[config.mk]
export PLATFORM = sky130hd
export DESIGN_NAME = psq_sequencer
export DESIGN_NICKNAME = d
export VERILOG_FILES = /design/src/core/psq_pkg.sv /design/src/core/psq_sequencer.sv
export SDC_FILE = /design/constraint.sdc
export NUM_CORES = 1
export LEC_CHECK = 0
export BUFFER_PORTS_ARGS = -buffer_cell sky130_fd_sc_hd__clkbuf_2
export CAP_MARGIN = 15
export CORE_MARGIN = 1
export CORE_UTILIZATION = 55
export CTS_CLUSTER_DIAMETER = 60
export DETAILED_ROUTE_END_ITERATION = 12
export PLACE_DENSITY = 0.86
export SKIP_LAST_GASP = 1
export SLEW_MARGIN = 20
export SYNTH_ARGS = -nofsm -noshare
export SYNTH_HDL_FRONTEND = slang
export SYNTH_SLANG_ARGS = --single-unit
[constraint.sdc]
create_clock -name clk -period 5.2 [get_ports clk]
set_input_delay 0.52 -clock clk [delete_from_list [all_inputs] [get_ports clk]]
set_output_delay 0.52 -clock clk [all_outputs]
set_load 0.05 [all_outputs]
[src/core/psq_pkg.sv]
// Constants and types for the pressure measurement sequencer.
// Assumes a 100 MHz core clock; all cycle counts derive from it.
package psq_pkg;
   localparam int CLK_MHZ = 100;
   localparam int INIT_TIME_US = 1500;
   localparam int SPECIAL_TIME_US = 800;
   localparam int BRIDGE_TIME_US = 500;
   localparam int FIRST_RESULT_US = 2800;
   localparam int PERIOD0_US = 500;
   localparam int PERIOD1_US = 1500;
   localparam int PERIOD2_US = 6500;
   localparam int PERIOD3_US = 32000;
   localparam int INIT_CYCLES = INIT_TIME_US * CLK_MHZ;
   localparam int SPECIAL_CYCLES = SPECIAL_TIME_US * CLK_MHZ;
   localparam int BRIDGE_CYCLES = BRIDGE_TIME_US * CLK_MHZ;
   localparam int FIRST_RESULT_CYCLES = FIRST_RESULT_US * CLK_MHZ;
   // Power-down fills the update period left over after the bridge conversion
   localparam int SLEEP1_CYCLES = (PERIOD1_US - BRIDGE_TIME_US) * CLK_MHZ;
   localparam int SLEEP2_CYCLES = (PERIOD2_US - BRIDGE_TIME_US) * CLK_MHZ;
   localparam int SLEEP3_CYCLES = (PERIOD3_US - BRIDGE_TIME_US) * CLK_MHZ;
   localparam logic [7:0] GAP_RATE0 = 8'hFF;
   localparam logic [7:0] GAP_RATE1 = 8'h7F;
   localparam logic [7:0] GAP_RATE2 = 8'h1F;
   localparam logic [7:0] GAP_RATE3 = 8'h0F;
   localparam logic [1:0] ST_FRESH = 2'h0;
   localparam logic [1:0] ST_INVALID = 2'h1;
   localparam logic [1:0] ST_STALE = 2'h2;
   localparam logic [1:0] ST_FAULT = 2'h3;
   localparam logic [6:0] DEV_ADDR_DEFAULT = 7'h50;
   localparam logic [3:0] BITS_PER_BYTE = 4'h8;
   localparam logic [2:0] SYNC_RESET = 3'h7;

   typedef struct packed
   {
      logic [1:0] status;
      logic [13:0] bridge;
      logic [10:0] temp;
      logic [4:0] pad;
   } psq_packet_t;

   typedef enum logic [4:0]
   {
      SQ_INIT = 5'b00001,
      SQ_SPECIAL = 5'b00010,
      SQ_BRIDGE = 5'b00100,
      SQ_SLEEP = 5'b01000,
      SQ_IDLE = 5'b10000
   } psq_seq_t;

   typedef enum logic [5:0]
   {
      IC_IDLE = 6'b000001,
      IC_ADDR = 6'b000010,
      IC_AACK = 6'b000100,
      IC_TX = 6'b001000,
      IC_MACK = 6'b010000,
      IC_SKIP = 6'b100000
   } psq_i2c_t;
endpackage

[src/core/psq_sequencer.sv]
// Pressure sensor measurement sequencer with its serial target port.
// Expects scl/sda pin levels from outside the clock domain, ADC words valid
// at the end of each conversion phase, and static mode and rate inputs.
//
// Overview of operation
// - Start then stop with no clock pulses makes the next transaction fail.
// - Repeated start inside a transfer makes the next transaction fail likewise.
// - Two modes: periodic update, or measurement only on controller request.
// - After reset wait 1.5 ms, then temperature, auto-zero and bridge conversions.
// - In periodic mode first result lands within 2.8 ms.
// - Rate 0 runs back to back; other rates power down after each write.
// - Rates 0-3 give 0.5/1.5/6.5/32 ms and 255/127/31/15 special gaps.
// - Rate 0 has no power-down; listed periods are typical, worst 1.5x.
// - Special measurement is followed by bridge, lengthening that period one conversion.
// - In periodic mode a completed read marks the status stale.
// - On-request mode powers down after the first measurement until a request arrives.
// - Read-type request measures temperature, auto-zero and pressure, then corrects.
// - Write-type request measures pressure only, using stored temperature and zero.
// - After a requested measurement write results, then power down again.
// - A fetch wakes the device only if it read a stale or fault status while powered down; afterwards the status turns stale.
// - A fetch during a requested measurement cycle returns the stale code.
// - Request response typically 1.3 ms read-type, 0.5 ms write-type.
// - Output data invalid from reset until the first result is written; the status reads stale (10) meanwhile.
// - Write-type request first after reset still reports valid status.
// - Status 00 fresh, 01 invalid, 10 stale, 11 diagnostic fault.
// - Fetch sends two bridge bytes with status on top, then temperature bytes.
module psq_sequencer
   import psq_pkg::*;
#(
   parameter int INIT_CYC = INIT_CYCLES,
   parameter int SPECIAL_CYC = SPECIAL_CYCLES,
   parameter int BRIDGE_CYC = BRIDGE_CYCLES,
   parameter int SLEEP1_CYC = SLEEP1_CYCLES,
   parameter int SLEEP2_CYC = SLEEP2_CYCLES,
   parameter int SLEEP3_CYC = SLEEP3_CYCLES,
   parameter int FIRST_RESULT_CYC = FIRST_RESULT_CYCLES,
   parameter logic [6:0] DEV_ADDR = DEV_ADDR_DEFAULT
)
(
   input wire logic clk, // Core clock
   input wire logic rst, // Asynchronous reset
   input wire logic scl_i, // Serial clock pin level
   input wire logic sda_i, // Serial data pin level
   output logic sda_o, // Serial data drive value
   output logic sda_oe_n, // Low while pulling data low
   input wire logic sleep_mode, // 1 selects measurement on request
   input wire logic [1:0] rate_sel, // Update rate code
   input wire logic diag_fault, // Diagnostic fault seen
   input wire logic [13:0] adc_bridge, // Bridge conversion word
   input wire logic [10:0] adc_temp, // Temperature conversion word
   input wire logic [13:0] adc_zero, // Auto-zero conversion word
   output logic conv_special, // Temperature and zero phase
   output logic conv_bridge, // Bridge phase
   output logic powered_down, // Analog section off
   output logic result_written, // Output register updated
   output logic result_fresh // Unread result held
);
   // ************************************************
   // Helpers
   // ************************************************
   function automatic logic [31:0] sleep_len(input logic [1:0] rate);
      case (rate)
         2'h1: sleep_len = 32'(SLEEP1_CYC - 1);
         2'h2: sleep_len = 32'(SLEEP2_CYC - 1);
         default: sleep_len = 32'(SLEEP3_CYC - 1);
      endcase
   endfunction

   function automatic logic [7:0] special_gap(input logic [1:0] rate);
      case (rate)
         2'h0: special_gap = GAP_RATE0;
         2'h1: special_gap = GAP_RATE1;
         2'h2: special_gap = GAP_RATE2;
         default: special_gap = GAP_RATE3;
      endcase
   endfunction

   psq_seq_t seq_reg;
   psq_i2c_t ic_reg;
   logic [31:0] cnt_reg;
   logic [7:0] gap_reg;
   logic due_reg;
   logic [13:0] zero_reg;
   logic [10:0] temp_reg;
   logic [13:0] out_bridge_reg;
   logic [10:0] out_temp_reg;
   logic fresh_reg;
   logic req_full_reg;
   logic req_press_reg;
   logic fetch_done_reg;
   logic [2:0] scl_s_reg;
   logic [2:0] sda_s_reg;
   logic scl_f_reg;
   logic sda_f_reg;
   logic scl_p_reg;
   logic sda_p_reg;
   logic [3:0] bit_reg;
   logic [7:0] rx_reg;
   logic rw_reg;
   logic hit_reg;
   logic sent_reg;
   logic stale_pkt_reg;
   logic poison_reg;
   logic seen_reg;
   logic drive_reg;
   psq_packet_t tx_reg;
   logic phase_done;
   logic wake;
   logic [1:0] status_now;
   logic start_ev;
   logic stop_ev;
   logic scl_rise;
   logic scl_fall;

   assign phase_done = (cnt_reg == 32'h0);
   assign wake = sleep_mode && (seq_reg == SQ_IDLE) && (req_full_reg || req_press_reg);

   // ************************************************
   // Measurement sequencer
   // ************************************************
   always_ff @(posedge clk or posedge rst)
   begin
      if (rst)
      begin
         seq_reg <= SQ_INIT;
         cnt_reg <= 32'(INIT_CYC - 1);
         gap_reg <= 8'h00;
         due_reg <= 1'b0;
         result_written <= 1'b0;
      end
      else
      begin
         result_written <= 1'b0;
         case (seq_reg)
            SQ_INIT:
            begin
               if (phase_done)
               begin
                  seq_reg <= SQ_SPECIAL;
                  cnt_reg <= 32'(SPECIAL_CYC - 1);
               end
               else
                  cnt_reg <= cnt_reg - 32'h1;
            end
            SQ_SPECIAL:
            begin
               if (phase_done)
               begin
                  seq_reg <= SQ_BRIDGE;
                  cnt_reg <= 32'(BRIDGE_CYC - 1);
                  gap_reg <= 8'h00;
               end
               else
                  cnt_reg <= cnt_reg - 32'h1;
            end
            SQ_BRIDGE:
            begin
               if (phase_done)
               begin
                  result_written <= 1'b1;
                  due_reg <= (gap_reg == special_gap(rate_sel));
                  gap_reg <= gap_reg + 8'h1;
                  // mode choice; power down after request
                  if (sleep_mode)
                     seq_reg <= SQ_IDLE;
                  else if (rate_sel == 2'h0)
                  begin
                     seq_reg <= (gap_reg == special_gap(rate_sel)) ? SQ_SPECIAL : SQ_BRIDGE;
                     cnt_reg <= (gap_reg == special_gap(rate_sel)) ? 32'(SPECIAL_CYC - 1) : 32'(BRIDGE_CYC - 1);
                  end
                  else
                  begin
                     seq_reg <= SQ_SLEEP;
                     cnt_reg <= sleep_len(rate_sel);
                  end
               end
               else
                  cnt_reg <= cnt_reg - 32'h1;
            end
            SQ_SLEEP:
            begin
               if (phase_done)
               begin
                  seq_reg <= due_reg ? SQ_SPECIAL : SQ_BRIDGE;
                  cnt_reg <= due_reg ? 32'(SPECIAL_CYC - 1) : 32'(BRIDGE_CYC - 1);
               end
               else
                  cnt_reg <= cnt_reg - 32'h1;
            end
            SQ_IDLE:
            begin
               // stay down until a request; full set; bridge only
               // response is special plus bridge, or bridge alone
               if (!sleep_mode || (wake && !req_full_reg))
               begin
                  seq_reg <= SQ_BRIDGE;
                  cnt_reg <= 32'(BRIDGE_CYC - 1);
               end
               else if (wake)
               begin
                  seq_reg <= SQ_SPECIAL;
                  cnt_reg <= 32'(SPECIAL_CYC - 1);
               end
            end
            default:
            begin
               seq_reg <= SQ_INIT;
               cnt_reg <= 32'(INIT_CYC - 1);
            end
         endcase
      end
   end

   assign conv_special = seq_reg[1];
   assign conv_bridge = seq_reg[2];
   assign powered_down = seq_reg[3] | seq_reg[4];

   // ************************************************
   // Output register and freshness
   // ************************************************
   always_ff @(posedge clk or posedge rst)
   begin
      if (rst)
      begin
         zero_reg <= 14'h0000;
         temp_reg <= 11'h000;
         out_bridge_reg <= 14'h0000;
         out_temp_reg <= 11'h000;
         fresh_reg <= 1'b0;
      end
      else
      begin
         if ((seq_reg == SQ_SPECIAL) && phase_done)
         begin
            zero_reg <= adc_zero;
            temp_reg <= adc_temp;
         end
         // correction uses stored zero and temperature
         if ((seq_reg == SQ_BRIDGE) && phase_done)
         begin
            out_bridge_reg <= adc_bridge - zero_reg;
            out_temp_reg <= temp_reg;
         end
         // fresh only after a write; pressure-only result also valid
         if ((seq_reg == SQ_BRIDGE) && phase_done)
            fresh_reg <= 1'b1;
         // completed fetch marks stale, a new result wins
         else if (fetch_done_reg)
            fresh_reg <= 1'b0;
      end
   end

   assign result_fresh = fresh_reg;

   // status encoding; stale while a requested cycle runs
   always_comb
   begin
      if (diag_fault)
         status_now = ST_FAULT;
      else if (sleep_mode && (seq_reg != SQ_IDLE))
         status_now = ST_STALE;
      else if (!fresh_reg)
         status_now = ST_STALE;
      else
         status_now = ST_FRESH;
   end

   // ************************************************
   // Pin synchronisers and bus events
   // ************************************************
   // A level counts only once the second and third stages agree
   always_ff @(posedge clk or posedge rst)
   begin
      if (rst)
      begin
         scl_s_reg <= SYNC_RESET;
         sda_s_reg <= SYNC_RESET;
         scl_f_reg <= 1'b1;
         sda_f_reg <= 1'b1;
         scl_p_reg <= 1'b1;
         sda_p_reg <= 1'b1;
      end
      else
      begin
         scl_s_reg <= {scl_s_reg[1:0], scl_i};
         sda_s_reg <= {sda_s_reg[1:0], sda_i};
         if (scl_s_reg[1] == scl_s_reg[2])
            scl_f_reg <= scl_s_reg[2];
         if (sda_s_reg[1] == sda_s_reg[2])
            sda_f_reg <= sda_s_reg[2];
         scl_p_reg <= scl_f_reg;
         sda_p_reg <= sda_f_reg;
      end
   end

   assign start_ev = scl_f_reg && scl_p_reg && sda_p_reg && !sda_f_reg;
   assign stop_ev = scl_f_reg && scl_p_reg && !sda_p_reg && sda_f_reg;
   assign scl_rise = scl_f_reg && !scl_p_reg;
   assign scl_fall = !scl_f_reg && scl_p_reg;

   // ************************************************
   // Serial target
   // ************************************************
   always_ff @(posedge clk or posedge rst)
   begin
      if (rst)
      begin
         ic_reg <= IC_IDLE;
         bit_reg <= 4'h0;
         rx_reg <= 8'h00;
         rw_reg <= 1'b0;
         hit_reg <= 1'b0;
         sent_reg <= 1'b0;
         stale_pkt_reg <= 1'b0;
         poison_reg <= 1'b0;
         seen_reg <= 1'b0;
         drive_reg <= 1'b0;
         tx_reg <= '0;
         req_full_reg <= 1'b0;
         req_press_reg <= 1'b0;
         fetch_done_reg <= 1'b0;
      end
      else
      begin
         fetch_done_reg <= 1'b0;
         if (wake || !sleep_mode)
         begin
            req_full_reg <= 1'b0;
            req_press_reg <= 1'b0;
         end
         if (start_ev)
         begin
            // no SDA rise before the first SCL rise is expected here
            seen_reg <= 1'b0;
            hit_reg <= 1'b0;
            sent_reg <= 1'b0;
            bit_reg <= 4'h0;
            drive_reg <= 1'b0;
            // repeated start poisons the next transaction
            if ((ic_reg != IC_IDLE) && (ic_reg != IC_SKIP))
            begin
               poison_reg <= 1'b1;
               ic_reg <= IC_SKIP;
            end
            // poisoned transaction fails, a further start recovers
            else if (poison_reg)
            begin
               poison_reg <= 1'b0;
               ic_reg <= IC_SKIP;
            end
            else
               ic_reg <= IC_ADDR;
         end
         else if (stop_ev)
         begin
            if (!seen_reg)
               poison_reg <= 1'b1;
            ic_reg <= IC_IDLE;
            drive_reg <= 1'b0;
            hit_reg <= 1'b0;
            // fetch ends here; bare read or stale read is a request
            if (hit_reg && rw_reg)
            begin
               fetch_done_reg <= sent_reg;
               if (!sent_reg || stale_pkt_reg)
                  req_full_reg <= 1'b1;
            end
            if (hit_reg && !rw_reg)
               req_press_reg <= 1'b1;
         end
         else if (scl_rise)
         begin
            seen_reg <= 1'b1;
            if (ic_reg == IC_ADDR)
            begin
               rx_reg <= {rx_reg[6:0], sda_f_reg};
               bit_reg <= bit_reg + 4'h1;
            end
            else if ((ic_reg == IC_MACK) && sda_f_reg)
               ic_reg <= IC_SKIP;
         end
         else if (scl_fall)
         begin
            case (ic_reg)
               IC_ADDR:
               begin
                  if ((bit_reg == BITS_PER_BYTE) && (rx_reg[7:1] == DEV_ADDR))
                  begin
                     ic_reg <= IC_AACK;
                     drive_reg <= 1'b1;
                     rw_reg <= rx_reg[0];
                     hit_reg <= 1'b1;
                     tx_reg <= '{status: status_now, bridge: out_bridge_reg, temp: out_temp_reg, pad: 5'h00};
                     // A stale read while busy must not queue a second measurement
                     stale_pkt_reg <= (status_now != ST_FRESH) && (seq_reg == SQ_IDLE);
                  end
                  else if (bit_reg == BITS_PER_BYTE)
                     ic_reg <= IC_SKIP;
               end
               IC_AACK, IC_MACK:
               begin
                  if (rw_reg)
                  begin
                     ic_reg <= IC_TX;
                     drive_reg <= !tx_reg[31];
                     tx_reg <= {tx_reg[30:0], 1'b1};
                     bit_reg <= 4'h1;
                  end
                  else
                  begin
                     ic_reg <= IC_SKIP;
                     drive_reg <= 1'b0;
                  end
               end
               IC_TX:
               begin
                  if (bit_reg == BITS_PER_BYTE)
                  begin
                     ic_reg <= IC_MACK;
                     drive_reg <= 1'b0;
                     sent_reg <= 1'b1;
                  end
                  else
                  begin
                     drive_reg <= !tx_reg[31];
                     tx_reg <= {tx_reg[30:0], 1'b1};
                     bit_reg <= bit_reg + 4'h1;
                  end
               end
               default:
                  drive_reg <= 1'b0;
            endcase
         end
      end
   end

   assign sda_o = 1'b0;
   assign sda_oe_n = !drive_reg;

   logic [31:0] age_reg;
   logic first_seen_reg;
   always_ff @(posedge clk or posedge rst)
   begin
      if (rst)
      begin
         age_reg <= 32'h0;
         first_seen_reg <= 1'b0;
      end
      else
      begin
         if (age_reg != 32'hFFFFFFFF)
            age_reg <= age_reg + 32'h1;
         if (result_written)
            first_seen_reg <= 1'b1;
      end
   end
endmodule // psq_sequencer

* Word level (Yosys, flattened, before mapping)
Index checks and enable logic that the tools add are counted.
** Storage, ports and cells
- Output and inout port bits :: 7
- Latch bits :: 0
- Word-level logic and storage cells :: 251
- Input port bits :: 47
- ROM bits :: 0
- Bits in writable memories :: 0
- Bits in registers :: 168
- Memories :: 0
** Cells by class
- Multipliers :: 0
- Add/sub/neg operators :: 4
- Order comparisons :: 0
- Equal/unequal tests :: 41
- Reductions and logical operators :: 66
- Shift-type cells :: 0
- Mux-type cells :: 103
- Divide/modulo/power cells :: 0
- Bitwise logic cells :: 4
** Operators by type and width (number)
- $mux 32 :: 10
- $pmux 32 s5 :: 1
- $pmux 32 s3 :: 1
- $mux 6 :: 12
- $mux 8 :: 8
- $pmux 22 s2 :: 1
- $mux 1 :: 41
- $mux 5 :: 7
- $mux 17 :: 2
- $logic_not 32->1 :: 1
- $mux 4 :: 8
- $sub 32x1->32 const B :: 1
- $pmux 5 s5 :: 1
- $pmux 8 s3 :: 1
- $mux 22 :: 1
- $logic_and 1x1->1 :: 19
- $pmux 6 s3 :: 1
- $reduce_and 6->1 :: 3
- $eq 8x8->1 :: 2
- $ne 2x2->1 const B :: 8
- $pmux 8 s2 :: 1
- $reduce_bool 2->1 :: 8
- $reduce_bool 3->1 :: 5
- $sub 14x14->14 :: 1
- other kinds (42) :: 74

* Longest topological paths before layout
- Depth after elaboration :: 11
- Depth in mapped cells :: 11
- Mapped depth without buffers :: 9

* Least setup slack after synthesis
Ideal clock, no wire load.
- Path kind :: flip-flop to flip-flop
- Start :: register seq_reg[2]
- End :: register out_bridge_reg[11]
- Stages on the path, launching flop included :: 7
- Required time :: 5131 ps
- Path buffers :: 1
- Period minus slack after synthesis :: 2659 ps
- Setup time :: 69 ps
- Path slack :: 2541 ps
- Data arrival time :: 2590 ps
- Cells stage by stage :: dfrtp_1 -> nor4b_1 -> nand2_1 -> or4_1 -> buf_2 -> or4_1 -> nand3_1
** Between the ends
- Longest elaborated chain between the ends :: 2
** Ends and longest elaborated chain
- start, declared :: line psq_sequencer.sv:78 : psq_seq_t seq_reg;
- start signal, assigned :: line psq_sequencer.sv:168 : seq_reg <= (gap_reg == special_gap(rate_sel)) ? SQ_SPECIAL : SQ_BRIDGE;
- start signal, assigned :: line psq_sequencer.sv:184 : seq_reg <= due_reg ? SQ_SPECIAL : SQ_BRIDGE;
- $eq 5x3->1 :: line psq_sequencer.sv:239 : if ((seq_reg == SQ_BRIDGE) && phase_done)
- $logic_and 1x1->1 :: line psq_sequencer.sv:239
- end signal, assigned :: line psq_sequencer.sv:241 : out_bridge_reg <= adc_bridge - zero_reg;
- end, declared :: line psq_sequencer.sv:85 : logic [13:0] out_bridge_reg;
No other way between the ends.
A chain may end at the register's enable or synchronous reset.

* Worst setup path after layout
- Start :: register cnt_reg[1]
- End :: register out_bridge_reg[13]
** Between the ends
- Longest elaborated chain between the ends :: 2
** Ends and longest elaborated chain
- start, declared :: line psq_sequencer.sv:80 : logic [31:0] cnt_reg;
- start signal, assigned :: line psq_sequencer.sv:126 : cnt_reg <= 32'(INIT_CYC - 1);
- start signal, assigned :: line psq_sequencer.sv:140 : cnt_reg <= 32'(SPECIAL_CYC - 1);
- start signal, assigned :: line psq_sequencer.sv:143 : cnt_reg <= cnt_reg - 32'h1;
- $logic_not 32->1 :: line psq_sequencer.sv:115 : assign phase_done = (cnt_reg == 32'h0);
- $logic_and 1x1->1 :: line psq_sequencer.sv:239
No other way between the ends.

==> flow_summary.yaml <==
yosys:
  synthesis.nets: 995
  synth.distinct_cells: 82
  yosys_warnings: 0
  yosys.area.top_type: "dfrtp_1"
  synth_seq_cells: 168
  yosys-top-cells-area: "dfrtp_1 (41%), dfstp_2 (6.8%), nand2_1 (5.5%), mux2_2 (4.3%), o21ai_0 (3.7%)"
  syn_inst: 922
  yosysSeqAreaShare_pct: 47.9
  synth-main-ff-cell: "dfrtp_1"
  synthArstFlopShare_pct: 100
  synth-edff-count: 0
  syn_area_um2: 8830
  netlist.area_leader.share_pct: 41.1
  avgSynthCellArea_um2: 9.58
clock_network:
  clk_latency_ns: 0.44
  clock_sinks: 168
  cts_buffer_depth: 2
  cts_root_buffer: "clkbuf_16"
  cts_hold_buf: 0
  ctsResizeCount: 0
  htree_levels: 4
  cts_buffers: 17
  cts_setup_buffers: 0
  cts.clk_slew.worst_paths_ns: 0.06
  cts_tree: "yes"
placement:
  dp.cells: 1157
  gp_congestion: 0.927
  io_buffer_count: 52
  post-place-ws_ns: 1.62
  dp_hpwl_um: 13300
drt:
  wire_per_inst_um: 16.8
  drt-total-wl_um: 19900
  vias_per_cell: 6.11
  drt_iter0_markers: 561
  drc: 0
  first_pass_iters: 5
  vias: 7257
  ant_nets: 0
critical_path:
  start_kind: "flip-flop"
  crit_top_cell: "or3_1"
  path_max_fanout: 38
  critPathMaxStageDelay_ns: 1.18
  crit_family: "simple AND/OR/NAND/NOR gates"
  crit_buf_inv: 1
  reg2reg_depth: 8
  arrival_ns: 4.03
  path_cells: "inv_1, ha_1, nor3b_1, nand4_1, or4_2, or3_1, nor3_1, or3_1"
  path_class: "reg2reg"
  cp-end-kind: "flip-flop"
  cp.required_ns: 5.58
  cp_slowest_cell: "or4_2"
  cp.depth: 8
  reg2reg_slack_ns: 1.55
outcome:
  status: "complete, no violations"
final_layout:
  diodes: 0
  stdcell_count: 1188
  fin_nets: 1038
  drive_above_1_share_pct: 18.0
  syn2layout_area_growth_pct: 11.6
sta:
  rsz0062_at_grt: "false"
  worst_slack_ns: 1.55
  worstMarginPinSlew_ns: 1.01
  max-slew-margin-rel_pct: 32.6
  setup_viol: 0
  fmax_mhz: 274
  fin_worst_skew_ns: 0.00848
  finalCritPeriodShare_pct: 70.2
  drv_slew: 0
  fin_tns_setup_ns: 0
  hold_viol_final: 0
  period_needed_ns: 3.65
power:
  combinationalPowerShare_pct: 5.9
  peakVddDrop_v: 0.000242
  p_sw_share_pct: 23.3
  pwr-share-clk_pct: 45.1
  net-switching-power_w: 0.000654
  power_frac_seq_pct: 49.1
  p_per_area_nw_per_um2: 285
  power.total_w: 0.00280
  p_leak_nw: 4.63
  internal_power_w: 0.00215
global_route:
  first_global_vias: 6791
  track_usage_pct: 25.9
  grt-ovfl-total: 0
  grt_start_max_net_pins: 70
  grt_pass1_wl_um: 33600
  met3_usage_pct: 5.16
  grt_antenna_before_repair: 0
  grt.busiest_layer: "met2"
  use_met2_pct: 42.0
  grt_use_met1_pct: 34.6
floorplan:
  dieHeight_um: 129
  die-area_um2: 16600
  die_w_um: 129
  row_count: 45
  core_area_um2: 15400
  start_util_pct: 57.3
  ios: 54
min_path:
  holdCritPathClass: "in2reg"
  worstHoldPathCells: 1
job:
  max_cap_violations: 0
cell type report:
cell class | instances | area [um2]
clock buffer | 21 | 470
clock inverter | 10 | 121
fill | 1244 | 5570
inverter | 39 | 151
multi-input combinational | 678 | 4290
sequential | 168 | 4230
tap | 211 | 264
timing repair buffer | 61 | 328
per-layer routing:
layer	share of wire, %	vias up	wire [um]
li1	-	3431	-
met1	45	3576	8870
met5	0	-	0
met2	49	221	9740
met3	4.9	29	970
met4	1.6	0	321
kinds of logic after synthesis:
kind of cell,count (synthesis),share of synthesized area (%)
flip-flops,168,47.9
XOR/XNOR,16,1.59
adder cells (fa/ha/maj),28,3.99
AND/OR/NAND/NOR,379,21.8
buffers and inverters,76,3.81
AO/OA/AOI/OAI,219,16.4
multiplexers,35,4.45
other,1,0.0425
metrics by stage:
stage | hold slack [ns] | instance area [um2] | utilization, %
after floorplan | 0.345 | 8830 | -
after global placement | 0.346 | 9260 | 60.0
final | 0.160 | 9850 | 63.9
after CTS | 0.155 | 9850 | 63.9
after global routing | 0.153 | 9850 | 63.9
after detailed placement | 0.347 | 9260 | 60.0
placed cells by master (no fill, tap or decap), drive strengths merged, types with 6 or more instances in the layout:
master / count
a211oi: 6
a21oi: 27
a22o: 8
a31oi: 37
and2: 8
and3: 8
buf: 9
clkbuf: 73
dfrtp: 145
dfstp: 23
ha: 25
inv: 39
mux2: 34
nand2: 129
nand2b: 9
nand3: 26
nand4: 7
nor2: 77
nor3: 30
nor4: 17
o21ai: 66
o22ai: 7
o31ai: 9
or2: 8
or3: 22
or4: 9
xnor2: 6
xor2: 10
synthesized netlist by cell type, drive strengths merged (22+ instances only):
master and count:
nand2 129, inv 39, dfrtp 145, ha 25
dfstp 23, mux2 34, a31oi 37, o21ai 66
nor3 30, or3 22, a21oi 27, nand3 26
nor2 77
power groups by stage:
stage          Combinational (W)  Sequential [W]  Clock, W
3_5_place_dp            0.000165         0.00140         0
3_3_place_gp            0.000160         0.00140         0
2_1_floorplan           0.000117         0.00139         0
4_1_cts                 0.000167         0.00138   0.00128
6_report                0.000164         0.00138   0.00126
5_1_grt                 0.000187         0.00138   0.00133
path summary, 6_finish.rpt:
kind | to | startpoint
min | sda_s_reg[0] | sda_i
min reg2reg | sda_s_reg[1] | sda_s_reg[0]
max | out_bridge_reg[13] | cnt_reg[1]
max in group asynchronous | tx_reg[0] | rst
min in group asynchronous | ic_reg[1] | rst
max reg2reg | out_bridge_reg[13] | cnt_reg[1]
Power figures use the tool's default switching activity.
